$ cat src/logic/sleep_gate_pkg.sv
package sleep_gate_pkg;

  localparam int          ADDR_W          = 12;
  localparam int          DATA_W          = 32;
  localparam logic [11:0] OFF_RUN_GATE    = 12'h100;
  localparam logic [11:0] OFF_SLEEP_GATE  = 12'h110;
  localparam logic [11:0] OFF_DSLEEP_GATE = 12'h120;
  localparam logic [11:0] OFF_RUN_CFG     = 12'h060;

  localparam logic [31:0] GATE_RESET      = 32'h0000_0040;
  localparam logic [31:0] GATE_WMASK      = 32'h0111_0348;
  localparam logic [31:0] RUN_CFG_RESET   = 32'h0000_0000;
  localparam int          BIT_AUTO_GATE   = 27;
  localparam logic [31:0] RUN_CFG_WMASK   = 32'h0800_0000;

  localparam int          BIT_FIELDBUS    = 24;
  localparam int          BIT_PWM         = 20;
  localparam int          BIT_CONV        = 16;
  localparam int          RATE_LO         = 8;
  localparam int          RATE_HI         = 9;
  localparam int          BIT_HIB         = 6;
  localparam int          BIT_WDOG        = 3;

  localparam logic [1:0]  RATE_1M         = 2'h3;
  localparam logic [1:0]  RATE_500K       = 2'h2;
  localparam logic [1:0]  RATE_250K       = 2'h1;
  localparam logic [1:0]  RATE_125K       = 2'h0;

  typedef enum logic [1:0] {MODE_RUN, MODE_SLEEP, MODE_DEEPSLEEP} power_mode_t;

  typedef struct packed {
    logic       fieldbus;
    logic       pwm;
    logic       conv;
    logic       hibernate_gate;
    logic       wdog;
    logic [1:0] conv_rate;
  } unit_clk_t;

endpackage : sleep_gate_pkg

$ cat src/logic/sleep_mode_clock_gating.sv
// The implementer's own choice: the strobed register port.
`timescale 1ns/1ps
module sleep_mode_clock_gating (
  input  wire logic                    i_clk,
  input  wire logic                    i_rst,
  input  wire logic [11:0]             i_addr,
  input  wire logic [31:0]             i_wdata,
  input  wire logic                    i_wr,
  input  wire logic                    i_rd,
  output logic      [31:0]             o_rdata,
  input  wire sleep_gate_pkg::power_mode_t i_mode,
  input  wire logic [4:0]              i_unit_access,
  output sleep_gate_pkg::unit_clk_t    o_unit_clk,
  output logic                         o_bus_fault
);

  logic [31:0] run_gate_r;
  logic [31:0] sleep_gate_r;
  logic [31:0] dsleep_gate_r;
  logic [31:0] run_cfg_r;
  logic [31:0] rdata_r;
  logic        fault_r;
  logic [31:0] active_gate;
  logic [31:0] rdata_nxt;
  logic [4:0]  gate_vec;
  logic        fault_nxt;
  sleep_gate_pkg::unit_clk_t unit_clk_r;
  sleep_gate_pkg::unit_clk_t unit_clk_nxt;

  wire sel_run    = (i_addr == sleep_gate_pkg::OFF_RUN_GATE);
  wire sel_sleep  = (i_addr == sleep_gate_pkg::OFF_SLEEP_GATE);
  wire sel_dsleep = (i_addr == sleep_gate_pkg::OFF_DSLEEP_GATE);
  wire sel_cfg    = (i_addr == sleep_gate_pkg::OFF_RUN_CFG);
  wire auto_gate  = run_cfg_r[sleep_gate_pkg::BIT_AUTO_GATE];

  // Masked writes keep reserved and spare positions at zero.
  function automatic logic [31:0] merge(input logic [31:0] d, input logic [31:0] m);
    merge = d & m;
  endfunction : merge

  always_ff @(posedge i_clk) begin
    if (i_rst) begin
      run_gate_r    <= sleep_gate_pkg::GATE_RESET;
      sleep_gate_r  <= sleep_gate_pkg::GATE_RESET;
      dsleep_gate_r <= sleep_gate_pkg::GATE_RESET;
      run_cfg_r     <= sleep_gate_pkg::RUN_CFG_RESET;
    end else if (i_wr) begin
      if (sel_run)
        run_gate_r <= merge(i_wdata, sleep_gate_pkg::GATE_WMASK);
      if (sel_sleep)
        sleep_gate_r <= merge(i_wdata, sleep_gate_pkg::GATE_WMASK);
      if (sel_dsleep)
        dsleep_gate_r <= merge(i_wdata, sleep_gate_pkg::GATE_WMASK);
      if (sel_cfg)
        run_cfg_r <= merge(i_wdata, sleep_gate_pkg::RUN_CFG_WMASK);
    end
  end

  // Without automatic gating the run set stays in force through every low-power mode.
  assign active_gate =
    (i_mode == sleep_gate_pkg::MODE_SLEEP && auto_gate)     ? sleep_gate_r  :
    (i_mode == sleep_gate_pkg::MODE_DEEPSLEEP && auto_gate) ? dsleep_gate_r :
    run_gate_r;

  assign unit_clk_nxt.fieldbus  = active_gate[sleep_gate_pkg::BIT_FIELDBUS];
  assign unit_clk_nxt.pwm       = active_gate[sleep_gate_pkg::BIT_PWM];
  assign unit_clk_nxt.conv      = active_gate[sleep_gate_pkg::BIT_CONV];
  assign unit_clk_nxt.hibernate_gate       = active_gate[sleep_gate_pkg::BIT_HIB];
  assign unit_clk_nxt.wdog      = active_gate[sleep_gate_pkg::BIT_WDOG];
  assign unit_clk_nxt.conv_rate = active_gate[sleep_gate_pkg::RATE_HI:sleep_gate_pkg::RATE_LO];

  assign gate_vec  = {unit_clk_nxt.fieldbus, unit_clk_nxt.pwm, unit_clk_nxt.conv,
                      unit_clk_nxt.hibernate_gate, unit_clk_nxt.wdog};
  assign fault_nxt = |(i_unit_access & ~gate_vec);

  assign rdata_nxt =
    sel_run    ? run_gate_r    :
    sel_sleep  ? sleep_gate_r  :
    sel_dsleep ? dsleep_gate_r :
    sel_cfg    ? run_cfg_r     :
    32'h0000_0000;

  always_ff @(posedge i_clk) begin
    if (i_rst) begin
      rdata_r    <= 32'h0000_0000;
      fault_r    <= 1'b0;
      unit_clk_r <= '0;
    end else begin
      rdata_r    <= i_rd ? rdata_nxt : 32'h0000_0000;
      fault_r    <= fault_nxt;
      unit_clk_r <= unit_clk_nxt;
    end
  end

  assign o_rdata     = rdata_r;
  assign o_bus_fault = fault_r;
  assign o_unit_clk  = unit_clk_r;

endmodule : sleep_mode_clock_gating

$ cat config.mk
export PLATFORM = sky130hd
export DESIGN_NAME = sleep_mode_clock_gating
export DESIGN_NICKNAME = d
export VERILOG_FILES = /design/src/logic/sleep_gate_pkg.sv /design/src/logic/sleep_mode_clock_gating.sv
export SDC_FILE = /design/constraint.sdc
export NUM_CORES = 1
export LEC_CHECK = 0
export ABC_CLOCK_PERIOD_IN_PS = 4900
export BUFFER_PORTS_ARGS = -buffer_cell sky130_fd_sc_hd__buf_2
export CELL_PAD_IN_SITES_DETAIL_PLACEMENT = 0
export CELL_PAD_IN_SITES_GLOBAL_PLACEMENT = 2
export CORE_MARGIN = 4
export CORE_UTILIZATION = 27
export CTS_CLUSTER_SIZE = 10
export DETAILED_ROUTE_END_ITERATION = 7
export PLACE_DENSITY = 0.93
export SLEW_MARGIN = 0
export SYNTH_ARGS = -nofsm -noshare
export SYNTH_HDL_FRONTEND = slang
export SYNTH_SLANG_ARGS = --single-unit
$ cat constraint.sdc
create_clock -name i_clk -period 4.9 [get_ports i_clk]
set_clock_uncertainty 0.05 [all_clocks]
set_input_delay 0 -clock i_clk [delete_from_list [all_inputs] [get_ports i_clk]]
set_output_delay 0 -clock i_clk [all_outputs]
set_load 0.05 [all_outputs]
**Word level (Yosys, flattened, before mapping)**

Index checks and enable logic that the tools add are counted.

- Equality and inequality tests: 6
- Mux-type cells: 5
- Bitwise operators: 4
- Reduce and logical (&&, ||, !) cells: 9

Operators by type and width:

| cell | number |
|---|---|
| $mux 25 | 5 |
| $eq 12x9->1 const B | 3 |
| $eq 12x7->1 const B | 1 |
| $reduce_and 2->1 | 4 |
| $reduce_or 6->1 | 1 |
| $and 5x5->5 | 1 |
| $not 5->5 | 1 |
| $reduce_or 5->1 | 1 |
| $eq 2x1->1 const B | 1 |
| $eq 2x2->1 const B | 1 |
| $logic_and 1x1->1 | 2 |
| $not 1->1 | 2 |
| $reduce_or 2->1 | 1 |

- Flip-flop bits (word level): 38
- Input bits: 55
- Output and inout port bits: 40
- Word-level logic and storage cells: 37

**Longest topological paths before layout**

Gate-level depths: netlist of run 1.

- Word-level depth: 7
- Mapped depth: 6
- Mapped depth without buffers: 4

**Worst setup path before layout of run 1**

OpenSTA, ideal clock, no wires.

- Kind: input port to flip-flop
- From: input port i_addr[0]
- To: register run_gate_r[16]
- Setup time: 132 ps
- Arrival: 1,572 ps
- Required time: 4,718 ps
- Slack: 3,146 ps
- Cell stages on the path: 6
- Cell sequence: or4_4 or4_1 buf_2 buf_6 o31ai_1 a21oi_1

- Cells in the longest elaborated chain, start to end: 2

Ends and longest elaborated chain:

| item | RTL line | source |
|---|---|---|
| from (decl) | sleep_mode_clock_gating.sv:6 | `input wire logic [11:0] i_addr,` |
| $eq 12x9->1 | sleep_mode_clock_gating.sv:30 | `wire sel_run = (i_addr == sleep_gate_pkg::OFF_RUN_GATE);` |
| $reduce_and 2->1 (no line) | -- |  |
| to (signal assigned) | sleep_mode_clock_gating.sv:43 | `run_gate_r <= sleep_gate_pkg::GATE_RESET;` |
| to (signal assigned) | sleep_mode_clock_gating.sv:49 | `run_gate_r <= merge(i_wdata, sleep_gate_pkg::GATE_WMASK);` |
| to (decl) | sleep_mode_clock_gating.sv:17 | `logic [31:0] run_gate_r;` |

Every way passes these cells.
A chain may end at the register's enable or synchronous reset.

**Final worst setup path of run 1**

- From: input port i_addr[0]
- To: register sleep_gate_r[9]

- Cells in the longest elaborated chain, start to end: 2

Ends and longest elaborated chain:

| item | RTL line | source |
|---|---|---|
| $eq 12x9->1 | sleep_mode_clock_gating.sv:31 | `wire sel_sleep = (i_addr == sleep_gate_pkg::OFF_SLEEP_GATE);` |
| $reduce_and 2->1 (no line) | -- |  |
| to (signal assigned) | sleep_mode_clock_gating.sv:44 | `sleep_gate_r <= sleep_gate_pkg::GATE_RESET;` |
| to (signal assigned) | sleep_mode_clock_gating.sv:51 | `sleep_gate_r <= merge(i_wdata, sleep_gate_pkg::GATE_WMASK);` |
| to (decl) | sleep_mode_clock_gating.sv:18 | `logic [31:0] sleep_gate_r;` |

Every way passes these cells.

==> results.yml, run 1 <==
placement:
  pre_cts_ws_ps: 2840
  dp_hpwl_um: 3330
  place_area_um2: 2140
  port_buffers: 46
  gp_congestion: 0.781
cells_and_area:
  final_core_util_pct: 34.3
  layout_commonest_cell: "buf_2"
  final_cell_mix: "46 x buf_2, 38 x dfxtp_1, 24 x a21oi_1, 24 x conb_1, 13 x o21ai_0"
  antenna_cells: 0
  syn2layout_area_growth_pct: 22.2
  fin_area_um2: 2360
  drive_gt1_share_pct: 24.9
  layout.nets: 327
power_and_ir_drop:
  seqPwrFrac_pct: 42.4
  pwr-share-comb_pct: 12.7
  p_leak_nw: 0.911
  p_sw_share_pct: 25.2
  p_clk_share_pct: 44.9
  p_per_area_nw_per_um2: 310
  ir_worst_vdd_v: 0.000139
  internal-power_w: 0.000547
  power.switching_w: 0.000184
synthesis:
  netlist_instances: 226
  avgSynthCellArea_um2: 8.54
  synth_warnings: 0
  synthesis.area_um2: 1930
  ys_types: 36
  yosysSeqAreaShare_pct: 39.4
  ys_seq_elements: 38
timing:
  fin_crit_sh_pct: 36.0
  hold_violations: 0
  worst_pin_slew_ps: 713
  setup_tns_ps: 0
  worst_slack_ps: 3140
  fin_crit_ps: 1760
  slew_headroom_pct: 52.4
  clock.fmax_ghz: 0.567
  report.final.setup_viol: 0
  final_max_slew_viol_count: 0
  rsz0062_at_grt: "no"
detailed_routing:
  drtAntennaViolNets: 0
  dr.pass1.iters: 4
  drt_iter0_drc: 164
  drc: 0
  via_per_inst: 4.75
  wirelength_um: 4750
  vias: 1751
  avgRoutedWirePerCell_um: 12.9
clock_tree:
  cts_buffers: 5
  insertion_delay_ps: 290
  clock_tree.root_cell: "clkbuf_8"
  cts_num_sinks: 38
  clk_path_buf_depth: 2
  clk_pin_slew_ps: 80
  htree_num_levels: 2
  cts_tree: "done"
worst_setup_path:
  cp-start-kind: "input pin"
  path_delay_family: "simple AND/OR/NAND/NOR gates"
  cp.depth: 5
  crit_buf_inv: 1
  endpoint_kind: "flip-flop"
  crit_fanout: 14
  slowest_delay_ps: 790
  crit_required_ps: 5010
  cp.arrival_ps: 1870
  reg2reg_depth: 3
  criticalPathCategory: "in -> reg"
  crit_path_top_delay_cell: "or4_1"
  path_cells: "buf_2, or4_4, or4_1, o31ai_1, a21oi_1"
global_routing:
  grt.overflow.total: 0
  grt_pass1_wl_um: 7750
  antenna_found_initial: 0
  grt_pass1_vias: 1626
  grt.total_usage_pct: 11.1
  grt_max_degree: 29
floorplan:
  die-height_um: 92.5
  start_util_pct: 28.1
  dieArea_um2: 8560
  io_pins: 95
  die_width_um: 92.5
  core-area_um2: 6870
  rows: 30
worst_hold_path:
  holdCritPathClass: "in -> reg"
  holdPathStages: 4
job:
  cap_violations: 0
run_status:
  status: "complete, no violations"
worst paths after layout:
check	from	to	slack, ps
max	i_addr[0]	sleep_gate_r[9]	3140
min	i_addr[6]	o_rdata[27]	40
max reg2reg	run_cfg_r[27]	o_bus_fault	3200
min reg2reg	run_gate_r[20]	run_gate_r[20]	450
final cells by class:
type,instances,area [um2]
clock buffers,6,82.6
clock inverters,2,60.1
fillers,719,4510
inverters,8,30.0
multi-input cells,163,980
flip-flops and latches,38,761
well taps,96,120
repair buffers,56,325
power groups by stage:
stage,sequential [W],clock [W],combinational [W]
finish,0.000310,0.000328,0.0000927
global placement,0.000317,0,0.0000870
CTS,0.000310,0.000333,0.0000923
global route,0.000310,0.000352,0.0000987
detailed placement,0.000317,0,0.0000871
floorplan,0.000320,0,0.0000776
worst reg2reg max path: stages (launching register included):
cell and delay, ps:
dfxtp_1 610, o21ai_0 350, a221o_1 430, a41oi_1 180
cells in the mapped netlist:
cell type   n  share of area, %
a211oi_1    2              0.78
a21oi_1    24               6.2
a221o_1     3               1.6
a22o_1      3               1.4
a22oi_1     7               2.7
a31oi_1     2              0.65
a32oi_1     2              0.91
a41oi_1     1              0.45
and2_1      1              0.32
buf_2       3              0.78
buf_4      24               9.3
buf_6       1              0.58
clkbuf_1   12               2.3
conb_1      1              0.19
dfxtp_1    38                39
inv_1       8               1.6
mux2_2      7               4.1
nand2_1     9               1.8
nand2b_1    5               1.6
nand3_1     8               2.1
nand4_1    12               3.9
nor2_1     10               1.9
nor2b_1     2              0.65
nor3_1      1              0.26
nor4_1      3              0.97
nor4_2      1              0.65
o21ai_0    13               3.4
o221a_2     1              0.58
o22a_1      1              0.45
o22ai_1     2              0.65
o31ai_1    11               4.3
o31ai_2     1              0.65
or3_1       1              0.32
or4_1       4               1.6
or4_4       1              0.58
xnor2_1     1              0.45
per-layer routing:
| layer | up-vias | routed length [um] | part of all wire, % | track usage, % |
|---|---|---|---|---|
| li1 | 875 | - | - | - |
| met1 | 811 | 2100 | 44 | 14.3 |
| met2 | 59 | 2270 | 48 | 18.3 |
| met3 | 6 | 295 | 6.2 | 1.95 |
| met4 | 0 | 82 | 1.7 | 4.46 |
| met5 | - | 0 | 0 | 0 |
registers in the layout (all words and copies together), names as in the netlist:
signal	cells
run_cfg_r	1
run_gate_r	7
o_unit_clk	7
sleep_gate_r	7
dsleep_gate_r	7
o_bus_fault	1
o_rdata	8
logic make-up (layout without fill, tap and decap cells):
logic type	count (synthesis)	after routing	share of synthesized area [%]
mux	7	7	4.09
buf+inv	48	72	14.6
compound gates	73	73	24.6
other cells	1	24	0.194
xor+xnor	1	1	0.454
flops	38	38	39.4
simple gates	58	58	16.6
through the flow:
stage / instances / power (W) / hold slack [ps]
floorplan: 249 / 0.000398 / 97.3
global placement: 353 / 0.000404 / 234
detailed placement: 353 / 0.000404 / 233
CTS: 369 / 0.000735 / 31.8
global route: 369 / 0.000760 / 69.7
finish: 369 / 0.000731 / 36.5
what timing repair did:
action / 4_1_cts / 5_1_grt
buffers inserted: 0 / 0
hold endpoints to repair: 21 / 0
hold buffers: 8 / 0
resized for setup: 0 / 0
No activity file was read; power rests on OpenSTA's default activity.
==> run 2: changes to the inputs <==
--- a/config.mk
+++ b/config.mk
@@ -5,15 +5,15 @@
 export SDC_FILE = /design/constraint.sdc
 export NUM_CORES = 1
 export LEC_CHECK = 0
-export ABC_CLOCK_PERIOD_IN_PS = 4900
+export ABC_CLOCK_PERIOD_IN_PS = 1700
 export BUFFER_PORTS_ARGS = -buffer_cell sky130_fd_sc_hd__buf_2
 export CELL_PAD_IN_SITES_DETAIL_PLACEMENT = 0
 export CELL_PAD_IN_SITES_GLOBAL_PLACEMENT = 2
 export CORE_MARGIN = 4
-export CORE_UTILIZATION = 27
+export CORE_UTILIZATION = 25
 export CTS_CLUSTER_SIZE = 10
 export DETAILED_ROUTE_END_ITERATION = 7
-export PLACE_DENSITY = 0.93
+export PLACE_DENSITY = 0.88
 export SLEW_MARGIN = 0
 export SYNTH_ARGS = -nofsm -noshare
 export SYNTH_HDL_FRONTEND = slang
==> constraint.sdc (replaced) <==
create_clock -name i_clk -period 1.7 [get_ports i_clk]
set_clock_uncertainty 0.05 [all_clocks]
set_input_delay 0 -clock i_clk [delete_from_list [all_inputs] [get_ports i_clk]]
set_output_delay 0 -clock i_clk [all_outputs]
set_load 0.05 [all_outputs]
==> results.yml, run 2 (synthesis results as in run 1) <==
run_status:
  status: "complete, no violations"
cells_and_area:
  largest_register_ffs: 8
  layout_commonest_cell: "buf_2"
  fin_area_um2: 2400
  antenna_cells: 0
  layout.nets: 336
  fillers: 814
  final_cell_mix: "46 x buf_2, 38 x dfxtp_1, 24 x a21oi_1, 24 x conb_1, 13 x o21ai_0"
  ff_latch_area_um2: 761
  syn2layout_area_growth_pct: 24.4
  multi_input_area_um2: 980
  final_core_util_pct: 32.6
  drive_gt1_share_pct: 27.3
timing:
  slew_headroom_pct: 53.0
  final_max_slew_viol_count: 0
  worst_pin_slew_ps: 705
  fin_crit_ps: 1560
  clock.fmax_ghz: 0.641
  hold_ws_ps: 14.3
  hold_violations: 0
  setup_tns_ps: 0
  fin_crit_sh_pct: 91.8
  report.final.setup_viol: 0
  rsz0062_at_grt: "no"
  worst_slack_ps: 139
worst_setup_path:
  path_cells: "buf_2, or4_4, or4_1, buf_4, o31ai_1, a21oi_1"
  setup.worst_path.start: "i_addr[0]"
  reg2reg_depth: 5
  crit_fanout: 14
  r2r_slack_ps: 220
  endpoint_kind: "flip-flop"
  criticalPathCategory: "in -> reg"
  cp-start-kind: "input pin"
  critPathCapture: "sleep_gate_r[8]"
  cp.arrival_ps: 1690
  reg2reg_to: "o_bus_fault"
  crit_path_top_delay_cell: "or4_4"
  slowest_delay_ps: 560
  crit_required_ps: 1830
  worstReg2RegStart: "run_cfg_r[27]"
placement:
  dp_hpwl_um: 3730
  place_area_um2: 2210
  port_buffers: 46
  gp_congestion: 0.799
  pre_cts_ws_ps: -180
power_and_ir_drop:
  p_sw_share_pct: 28.4
  ir_worst_vdd_v: 0.000307
  internal-power_w: 0.00139
  p_leak_nw: 0.933
  pwr-share-comb_pct: 14.2
  power.switching_w: 0.000553
  p_per_area_nw_per_um2: 811
  seqPwrFrac_pct: 45.8
  p_clk_share_pct: 39.9
clock_tree:
  clk_path_buf_depth: 2
  htree_num_levels: 2
  clock_tree.root_cell: "clkbuf_8"
  cts_buffers: 5
  cts_tree: "done"
  cts_num_sinks: 38
  insertion_delay_ps: 300
  clk_pin_slew_ps: 90
detailed_routing:
  dr.pass1.iters: 4
  drtAntennaViolNets: 0
  drt_iter0_drc: 135
  wirelength_um: 5130
  avgRoutedWirePerCell_um: 13.5
  drc: 0
  vias: 1805
  via_per_inst: 4.74
floorplan:
  start_util_pct: 26.2
  rows: 31
  die_width_um: 95.9
  io_pins: 95
  core-area_um2: 7370
  die-height_um: 95.9
  dieArea_um2: 9190
job:
  cap_violations: 0
worst_hold_path:
  holdCritPathClass: "in -> reg"
  holdPathStages: 2
global_routing:
  grt.overflow.total: 0
  grt_max_degree: 24
  met1_usage_pct: 15.1
  met2_usage_pct: 19.1
  use_met3_pct: 1.49
  grt_pass1_wl_um: 8380
  grt_pass1_vias: 1741
  grt-busiest-layer: "met2"
  grt.total_usage_pct: 11.6
  antenna_found_initial: 0
==> run 2: through the flow <==
step,total power [W],cells
after floorplan,0.00115,249
after detailed placement,0.00118,365
final,0.00195,381
after global routing,0.00202,381
after CTS,0.00196,381
after global placement,0.00117,365
==> run 2: timing repair <==
action / in CTS / in global routing
hold buffers: 8 / 0
setup endpoints to repair: 0 / 0
buffers inserted: 0 / 0
endpoints found under the hold margin: 22 / 0
resized for setup: 0 / 0
==> run 2: worst min-delay path by stage <==
stage / start / end / slack (ps)
6_report: i_rst / run_gate_r[3] / 10
5_1_grt: i_rst / run_gate_r[9] / 20
4_1_cts: i_rst / dsleep_gate_r[8] / 3
3_5_place_dp: i_wdata[6] / dsleep_gate_r[6] / 240
3_3_place_gp: i_wdata[3] / sleep_gate_r[3] / 230
2_1_floorplan: i_wdata[6] / dsleep_gate_r[6] / 100
==> run 2: layout make-up <==
class | count | share of cell area [%]
Clock buffer | 5 | 2.87
Clock inverter | 3 | 1.88
Inverter | 8 | 1.25
Multi-Input combinational cell | 163 | 40.8
Sequential cell | 38 | 31.7
Tap cell | 99 | 5.16
Timing Repair Buffer | 65 | 16.4
==> run 2: routing by layer <==
metal / vias to the layer above / part of all wire (%)
met5: - / 0
met4: 0 / 1.3
met3: 5 / 6.0
met2: 60 / 47
met1: 845 / 45
li1: 895 / -
==> run 2: power groups by stage <==
stage          registers, W  logic (W)  clock network, W
6_report           0.000892   0.000277          0.000778
5_1_grt            0.000893   0.000296          0.000827
4_1_cts            0.000892   0.000277          0.000794
3_5_place_dp       0.000914   0.000262                 0
3_3_place_gp       0.000913   0.000261                 0
2_1_floorplan      0.000924   0.000224                 0
==> run 2: worst max-delay path: cells and delay by family <==
kind                   cells  cell delay, ps
buffers and inverters      2             300
AO/OA/AOI/OAI              2             320
AND/OR/NAND/NOR            2            1070
